### config.mk
export PLATFORM = sky130hd
export DESIGN_NAME = host_indirect_memory_port
export DESIGN_NICKNAME = d
export VERILOG_FILES = /design/src/verilog/host_port_pkg.sv /design/src/verilog/host_indirect_memory_port.sv
export SDC_FILE = /design/constraint.sdc
export NUM_CORES = 1
export LEC_CHECK = 0
export BUFFER_PORTS_ARGS = -buffer_cell sky130_fd_sc_hd__buf_2
export CORE_MARGIN = 2
export CORE_UTILIZATION = 40
export CTS_CLUSTER_DIAMETER = 60
export CTS_CLUSTER_SIZE = 24
export DETAILED_ROUTE_END_ITERATION = 6
export PLACE_DENSITY = 0.54
export RECOVER_POWER = 100
export SYNTH_ARGS = -nofsm -noshare
export SYNTH_HDL_FRONTEND = slang
export SYNTH_SLANG_ARGS = --single-unit
### constraint.sdc
create_clock -name clk -period 8.9 [get_ports clk]
set_input_delay 0 -clock clk [delete_from_list [all_inputs] [get_ports clk]]
set_output_delay 0 -clock clk [all_outputs]
set_load 0.01 [all_outputs]
### src/verilog/host_port_pkg.sv
package host_port_pkg;

  // host register slots, indexed by the host port address
  localparam logic [2:0] REG_PTR_LOW    = 3'h2;
  localparam logic [2:0] REG_PTR_HIGH   = 3'h3;
  localparam logic [2:0] REG_WINDOW_1ST = 3'h4;
  localparam logic [2:0] REG_WINDOW_4TH = 3'h7;

  // field positions
  localparam int PD_BIT_POS      = 7;
  localparam int PTR_HIGH_MSB    = 6;
  localparam int PTR_WIDTH       = 15;
  localparam int MEM_ADDR_WIDTH  = 17;

  // reset values
  localparam logic       FLAG_RESET  = 1'b0;
  localparam logic [1:0] SYNC_RESET  = 2'b00;
  localparam logic [4:0] COUNT_RESET = 5'h00;

  // command buffer shape
  localparam int FIFO_DEPTH = 16;

  // one queued local memory access
  typedef struct packed {
    logic                      write;
    logic                      flash;
    logic [MEM_ADDR_WIDTH-1:0] addr;
    logic [7:0]                data;
  } mem_cmd_type;

  localparam int CMD_WIDTH = $bits(mem_cmd_type);

endpackage

### src/verilog/host_indirect_memory_port.sv
`timescale 1ns/100ps
// Summary of operation
// - pointer bits 7..0 form local address bits 7..0 on every data window access.
// - upper pointer bits 6..0 form local address bits 14..8 on every window access.
// - each window read or write advances the whole 15-bit pointer by one.
// - the upper pointer byte advances only on a carry out of the low byte.
// - local address bits 16..15 come from the two memory bank bits.
// - a window access moves one byte to or from the memory chosen by pointer, bank and flash bits.
// - all four windows are aliases sharing one pointer with no added offset.
// - the pointer registers hold their contents through any reset.
// - in plug-and-play mode writing one to the power-down bit raises the controller flag.
// - the power-down bit reads zero after a request and one while powered down.
// - writing zero to the power-down bit while powered down requests exit.
// - in card mode the power-down bit is ignored on writes and reads back zero.
// - flash select set sends accesses to flash, cleared sends them to sram.
// - the controller power-down flag sets on a host request and clears on a controller one.

// command buffer between host windows and the local memory bus
module cmd_fifo #(
  parameter int WIDTH = 8,
  parameter int DEPTH = 16
) (
  // clock and reset
  input  wire logic             clk,
  input  wire logic             nrst,
  // filling side
  input  wire logic             in_valid,
  output logic                  in_ready,
  input  wire logic [WIDTH-1:0] in_data,
  // draining side
  output logic                  out_valid,
  input  wire logic             out_ready,
  output logic [WIDTH-1:0]      out_data
);
  localparam int AW = $clog2(DEPTH);

  logic [WIDTH-1:0] store [DEPTH];
  logic [AW:0]      wr_reg;
  logic [AW:0]      rd_reg;
  wire              push;
  wire              pop;

  // full when pointers differ only in the wrap bit
  assign in_ready  = !((wr_reg[AW] != rd_reg[AW]) && (wr_reg[AW-1:0] == rd_reg[AW-1:0]));
  assign out_valid = (wr_reg != rd_reg);
  assign out_data  = store[rd_reg[AW-1:0]];
  assign push      = in_valid && in_ready;
  assign pop       = out_valid && out_ready;

  // storage has no reset, only the pointers need a defined start
  always_ff @(posedge clk) begin
    if (push) begin
      store[wr_reg[AW-1:0]] <= in_data;
    end
  end

  always_ff @(posedge clk or negedge nrst) begin
    if (!nrst) begin
      wr_reg <= '0;
      rd_reg <= '0;
    end else begin
      if (push) wr_reg <= wr_reg + 1'b1;
      if (pop)  rd_reg <= rd_reg + 1'b1;
    end
  end
endmodule

module host_indirect_memory_port (
  // clock and reset
  input  wire logic        clk,
  input  wire logic        nrst,
  // host register port
  input  wire logic        host_valid,
  output logic             host_ready,
  input  wire logic        host_write,
  input  wire logic [2:0]  host_addr,
  input  wire logic [7:0]  host_wdata,
  output logic             host_rvalid,
  output logic [7:0]       host_rdata,
  // bank switching and mode inputs
  input  wire logic [1:0]  memory_bank_bits,
  input  wire logic        flash_select,
  input  wire logic        isa_pnp_mode,
  // local memory command side
  output logic             mem_cmd_valid,
  input  wire logic        mem_cmd_ready,
  output host_port_pkg::mem_cmd_type mem_cmd,
  input  wire logic        mem_rvalid,
  input  wire logic [7:0]  local_mem_data_bus,
  // power-down handshake with the controller
  input  wire logic        powerdown_active,
  input  wire logic        ctrl_flag_clear,
  output logic             sys_powerdown_flag,
  output logic             powerdown_exit_req
);

  logic [7:0]                ptr_low_reg;
  logic [6:0]                ptr_high_reg;
  logic [1:0]                mode_sync_reg;
  logic                      flag_reg;
  logic                      exit_reg;
  logic                      rvalid_reg;
  logic [7:0]                rdata_reg;
  logic [4:0]                pending_reg;
  host_port_pkg::mem_cmd_type in_cmd;
  wire                       isa_mode;
  wire                       is_window;
  wire                       fifo_ready;
  wire                       accept;
  wire                       win_acc;
  wire                       reg_read;
  wire                       pd_write;
  wire                       pd_req;
  wire                       carry;
  wire [7:0]                 high_read;
  wire [7:0]                 reg_rdata;

  // a window is any of the four aliased slots
  function automatic logic window_hit(input logic [2:0] a);
    window_hit = (a >= host_port_pkg::REG_WINDOW_1ST) &&
                 (a <= host_port_pkg::REG_WINDOW_4TH);
  endfunction

  // mode strap arrives from a pin, so it is synchronised first
  always_ff @(posedge clk or negedge nrst) begin
    if (!nrst) begin
      mode_sync_reg <= host_port_pkg::SYNC_RESET;
    end else begin
      mode_sync_reg <= {mode_sync_reg[0], isa_pnp_mode};
    end
  end
  assign isa_mode = mode_sync_reg[1];

  // request decode; register reads wait until queued window reads drain
  assign is_window  = window_hit(host_addr);
  assign host_ready = is_window ? fifo_ready : (pending_reg == '0);
  assign accept     = host_valid && host_ready;
  assign win_acc    = accept && is_window;
  assign reg_read   = accept && !is_window && !host_write;
  assign pd_write   = accept && host_write && (host_addr == host_port_pkg::REG_PTR_HIGH)
                      && isa_mode;
  assign pd_req     = pd_write && host_wdata[host_port_pkg::PD_BIT_POS];
  assign carry      = &ptr_low_reg;

  // command built from the pointer value before it advances
  assign in_cmd.write = host_write;
  assign in_cmd.flash = flash_select;
  assign in_cmd.addr  = {memory_bank_bits, ptr_high_reg, ptr_low_reg};
  assign in_cmd.data  = host_wdata;

  cmd_fifo #(
    .WIDTH (host_port_pkg::CMD_WIDTH),
    .DEPTH (host_port_pkg::FIFO_DEPTH)
  ) cmd_fifo_inst (
    .clk       (clk),
    .nrst      (nrst),
    .in_valid  (host_valid && is_window),
    .in_ready  (fifo_ready),
    .in_data   (in_cmd),
    .out_valid (mem_cmd_valid),
    .out_ready (mem_cmd_ready),
    .out_data  (mem_cmd)
  );

  // pointer has no reset so software state survives any reset
  always_ff @(posedge clk) begin
    if (win_acc) begin
      ptr_low_reg <= ptr_low_reg + 8'h01;
      if (carry) ptr_high_reg <= ptr_high_reg + 7'h01;
    end else if (accept && host_write && host_addr == host_port_pkg::REG_PTR_LOW) begin
      ptr_low_reg <= host_wdata;
    end else if (accept && host_write && host_addr == host_port_pkg::REG_PTR_HIGH) begin
      ptr_high_reg <= host_wdata[host_port_pkg::PTR_HIGH_MSB:0];
    end
  end

  // power-down bit reads as current state; card mode reads zero
  assign high_read = {isa_mode && powerdown_active, ptr_high_reg};
  assign reg_rdata = (host_addr == host_port_pkg::REG_PTR_LOW)  ? ptr_low_reg :
                     (host_addr == host_port_pkg::REG_PTR_HIGH) ? high_read : 8'h00;

  // read answers: register reads next cycle, window reads on memory return
  always_ff @(posedge clk or negedge nrst) begin
    if (!nrst) begin
      rvalid_reg <= 1'b0;
      rdata_reg  <= 8'h00;
    end else begin
      rvalid_reg <= reg_read || mem_rvalid;
      if (mem_rvalid) begin
        rdata_reg <= local_mem_data_bus;
      end else if (reg_read) begin
        rdata_reg <= reg_rdata;
      end
    end
  end
  assign host_rvalid = rvalid_reg;
  assign host_rdata  = rdata_reg;

  // count window reads still owed an answer
  always_ff @(posedge clk or negedge nrst) begin
    if (!nrst) begin
      pending_reg <= host_port_pkg::COUNT_RESET;
    end else begin
      pending_reg <= pending_reg + {4'h0, win_acc && !host_write} - {4'h0, mem_rvalid};
    end
  end

  // flag: a new request wins over a simultaneous controller clear
  always_ff @(posedge clk or negedge nrst) begin
    if (!nrst) begin
      flag_reg <= host_port_pkg::FLAG_RESET;
      exit_reg <= host_port_pkg::FLAG_RESET;
    end else begin
      flag_reg <= pd_req || (flag_reg && !ctrl_flag_clear);
      exit_reg <= pd_write && !host_wdata[host_port_pkg::PD_BIT_POS]
                  && powerdown_active;
    end
  end
  assign sys_powerdown_flag = flag_reg;
  assign powerdown_exit_req = exit_reg;
endmodule

==> impl_metrics.prom <==
# TYPE chip_impl_metric gauge
chip_impl_info{name="outcome",value="finished, violations left"} 1
chip_impl_info{name="violated_checks",value="max-capacitance violations, max-slew violations"} 1
chip_impl_info{name="critPathKind",value="reg -> reg"} 1
chip_impl_metric{name="max_cap_viol_count",unit=""} 11
chip_impl_metric{name="post-route-drc-count",unit=""} 0
chip_impl_metric{name="synthXorXnorAreaFrac",unit=""} 0.0135
chip_impl_metric{name="hold-path-cell-count",unit=""} 3
chip_impl_metric{name="cts_sinks",unit=""} 475
chip_impl_metric{name="async_reset_ff_frac",unit=""} 0.0589
chip_impl_metric{name="layout.core_utilization",unit=""} 0.459
chip_impl_info{name="cts_root_buf",value="clkbuf_16"} 1
chip_impl_metric{name="wirelength",unit="µm"} 42400
chip_impl_metric{name="min_period_over_period",unit=""} 0.635
chip_impl_metric{name="achievable-frequency",unit="MHz"} 177
chip_impl_metric{name="dieWidth",unit="µm"} 220
chip_impl_metric{name="gp_congestion",unit=""} 0.700
chip_impl_info{name="clock_tree_from_tritoncts",value="done"} 1
chip_impl_metric{name="yosysWarningCount",unit=""} 0
chip_impl_metric{name="critPathMaxStageDelay",unit="ns"} 2.04
chip_impl_metric{name="synth.lib_cells_used.distinct",unit=""} 43
chip_impl_metric{name="max_slew_vio_count",unit=""} 277
chip_impl_metric{name="placed_cells",unit=""} 1539
chip_impl_info{name="hold_path_end",value="host_rdata[1]"} 1
chip_impl_metric{name="antennaDiodeCount",unit=""} 0
chip_impl_metric{name="critical_path_peak_fanout",unit=""} 51
chip_impl_info{name="yosys.cell_count.top_type",value="edfxtp_1"} 1
chip_impl_metric{name="cts_max_level",unit=""} 2
chip_impl_metric{name="synth-seq-cells",unit=""} 475
chip_impl_metric{name="totalNegativeSetupSlack",unit="ns"} 0
chip_impl_metric{name="dr.first_iter.drc_count",unit=""} 840
chip_impl_metric{name="placement.setup.worst_slack",unit="ns"} 5.64
chip_impl_metric{name="overflow",unit=""} 0
chip_impl_metric{name="synth.yosys.seq_area_share",unit=""} 0.757
chip_impl_metric{name="critPathArrivalTime",unit="ns"} 5.82
chip_impl_info{name="ys_dominant_reg_cell",value="edfxtp_1"} 1
chip_impl_info{name="grt_setup_unrepaired",value="false"} 1
chip_impl_metric{name="hold_ws",unit="ns"} 0.0462
chip_impl_metric{name="port-buffer-count",unit=""} 70
chip_impl_metric{name="antenna_found_initial",unit=""} 0
chip_impl_metric{name="boundaryPins",unit=""} 71
chip_impl_metric{name="setup.reg_to_reg.worst_slack",unit="ns"} 3.25
chip_impl_metric{name="total_core_area",unit="µm²"} 46300
chip_impl_metric{name="synthMuxAreaShare",unit=""} 0.147
chip_impl_info{name="crit-reg2reg-launch",value="cmd_fifo_inst.rd_reg[1]"} 1
chip_impl_metric{name="numCtsBuffers",unit=""} 36
chip_impl_metric{name="power_per_standard_cell_area",unit="nW/µm²"} 291
chip_impl_metric{name="netlist.area_leader.share",unit=""} 0.720
chip_impl_metric{name="synth_fa_ha_area_frac",unit=""} 0.00980
chip_impl_metric{name="clk_pin_slew",unit="ns"} 0.08
chip_impl_info{name="worstReg2RegEnd",value="cmd_fifo_inst.store[15][16]"} 1
chip_impl_info{name="timing.hold.worst.class",value="in -> reg"} 1
chip_impl_info{name="holdCritStartpoint",value="host_addr[0]"} 1
chip_impl_info{name="cp_cell_sequence",value="xnor2_1, nand4_1, o21ai_0, nor2_1, clkbuf_1"} 1
chip_impl_metric{name="critical_path_required",unit="ns"} 9.06
chip_impl_metric{name="synth_edf_count",unit=""} 447
chip_impl_metric{name="synth_compound_area_frac",unit=""} 0.0346
chip_impl_info{name="netlist_top_cells_area",value="edfxtp_1 72%, mux4_2 13%, dfrtp_1 3.8%, a22oi_1 2.5%, xnor2_1 0.89%"} 1
chip_impl_metric{name="synth_simple_gate_area_share",unit=""} 0.0218
chip_impl_metric{name="die_height",unit="µm"} 220
chip_impl_metric{name="netlist_instances",unit=""} 885
chip_impl_info{name="synth_top_family_by_area",value="multiplexers"} 1
chip_impl_metric{name="die_area",unit="µm²"} 48400
chip_impl_info{name="post_synth_most_frequent_cells",value="447 x edfxtp_1, 108 x mux4_2, 62 x a22oi_1, 34 x nand2_1, 28 x dfrtp_1"} 1
chip_impl_metric{name="drtPass1Iterations",unit=""} 5
chip_impl_metric{name="route.detailed.wl_per_inst",unit="µm"} 25.8
chip_impl_metric{name="drive_above_1_share",unit=""} 0.200
chip_impl_info{name="cp-start-kind",value="flip-flop"} 1
chip_impl_metric{name="track_usage",unit=""} 0.182
chip_impl_metric{name="antenna_violating_nets_post_route",unit=""} 0
chip_impl_metric{name="synthesis.nets",unit=""} 930
chip_impl_metric{name="slew_worst_pin",unit="ns"} 2.51
chip_impl_info{name="critPathSlowestCell",value="dfrtp_1"} 1
chip_impl_metric{name="hpwl",unit="µm"} 23400
chip_impl_metric{name="setup_viol",unit=""} 0
chip_impl_metric{name="detailroute.via_count",unit=""} 9103
chip_impl_metric{name="std_cell_rows",unit=""} 79
chip_impl_metric{name="worst_slack",unit="ns"} 3.25
chip_impl_metric{name="grt_start_max_net_pins",unit=""} 63
chip_impl_metric{name="worstRegToRegCells",unit=""} 5
chip_impl_metric{name="per_instance_average_area_after_synthesis",unit="µm²"} 21.1
chip_impl_metric{name="start_util",unit=""} 0.403
chip_impl_info{name="crit_path_end_kind",value="flip-flop"} 1
chip_impl_metric{name="area_delta_synth_final",unit="%"} 13.8
chip_impl_metric{name="max_ffs_per_register",unit=""} 432
chip_impl_metric{name="grt_first_pass_wirelength",unit="µm"} 63800
chip_impl_metric{name="cts_repair_resized_insts",unit=""} 0
chip_impl_metric{name="clk_latency",unit="ns"} 0.57
chip_impl_info{name="path_delay_family",value="flip-flops"} 1
chip_impl_metric{name="cts_buffer_depth",unit=""} 3
chip_impl_metric{name="final-instance-count-excl-fill",unit=""} 1643
chip_impl_metric{name="worstPathBufferInverterCount",unit=""} 1
chip_impl_metric{name="mappedNetlistArea",unit="µm²"} 18600
chip_impl_metric{name="final.setup_skew",unit="ns"} 0.0329
chip_impl_metric{name="post-cts-setup-buffers",unit=""} 0
chip_impl_metric{name="cts_hold_repair.buffers",unit=""} 41
chip_impl_metric{name="grt_pass1_vias",unit=""} 9447
chip_impl_metric{name="layout.nets",unit=""} 1056
chip_impl_metric{name="finalCriticalPeriod",unit="ns"} 5.65
chip_impl_metric{name="irDropWorstVdd",unit="mV"} 0.171
chip_impl_metric{name="routed_via_density",unit=""} 5.54
chip_impl_info{name="synth_top_area_cell",value="edfxtp_1"} 1
chip_impl_metric{name="timing.slew.headroom",unit=""} -0.673
chip_impl_metric{name="timing_hold_violations_final",unit=""} 0
chip_impl_metric{name="leakage_power_figure",unit="nW"} 6.82
[area by class of cell]
class,count,area (µm²)
fillers,3930,25000
flip-flops and latches,475,14100
multi-input cells,349,4230
clock buffers,37,926
repair buffers,132,790
well taps,607,759
clock inverters,26,338
inverters,17,63.8
[cells by family after synthesis]
group | Yosys count
fa+ha+maj | 14
flops | 475
compound gates | 90
buf+inv | 61
simple gates | 84
mux | 134
xor+xnor | 27
[cell usage in the layout (no fill, tap or decap), types with 10 or more instances in the layout]
master | synthesis | final
a22oi_1 | 62 | 62
buf_2 | 12 | 18
clkbuf_1 | 16 | 69
clkbuf_16 | 0 | 37
dfrtp_1 | 28 | 27
dlygate4sd3_1 | 0 | 41
edfxtp_1 | 447 | 447
ha_1 | 13 | 13
inv_1 | 17 | 17
mux2_1 | 0 | 10
mux2i_1 | 13 | 13
mux4_2 | 108 | 108
nand2_1 | 34 | 34
nor2_1 | 16 | 15
o21ai_0 | 10 | 11
xnor2_1 | 19 | 19
[power breakdown]
part / switching (mW) / total [mW] / internal (mW)
Sequential: 0.192 / 2.79 / 2.60
Clock: 0.845 / 1.74 / 0.893
Combinational: 0.882 / 1.64 / 0.759
Total: 1.92 / 6.17 / 4.25
[worst max path at each step]
| stage | start | end | slack [ns] | cells after the start |
|---|---|---|---|---|
| after floorplan | cmd_fifo_inst.wr_reg[3] | cmd_fifo_inst.store[0][0] | 5.45 | 6 |
| after global placement | cmd_fifo_inst.rd_reg[1] | pending_reg[4] | 5.67 | 13 |
| after global routing | cmd_fifo_inst.rd_reg[1] | cmd_fifo_inst.store[15][16] | 2.83 | 5 |
| final | cmd_fifo_inst.rd_reg[1] | cmd_fifo_inst.store[15][16] | 3.25 | 5 |
| after detailed placement | cmd_fifo_inst.rd_reg[1] | cmd_fifo_inst.store[7][23] | 5.64 | 5 |
| after CTS | cmd_fifo_inst.rd_reg[0] | mem_cmd[13] | 5.27 | 5 |
[worst reg2reg max path, stage by stage, from the launching register on]
cell	delay, ns
dfrtp_1	2.04
xnor2_1	0.17
nand4_1	0.48
o21ai_0	0.37
nor2_1	1.08
clkbuf_1	1.10
[layer usage]
layer,vias to the layer above,share of wire,GRT usage
met1,4863,0.45,0.267
li1,3903,-,-
met4,0,0.021,0.0519
met2,284,0.47,0.284
met3,53,0.054,0.0287
met5,-,0,0
[stage by stage]
step / cell area, µm² / total power [mW]
after floorplan: 18600 / 3.98
after global placement: 19800 / 4.56
after detailed placement: 19800 / 4.56
after CTS: 21500 / 6.31
after global routing: 21200 / 6.48
final: 21200 / 6.17
(Power assumes the default switching activity.)
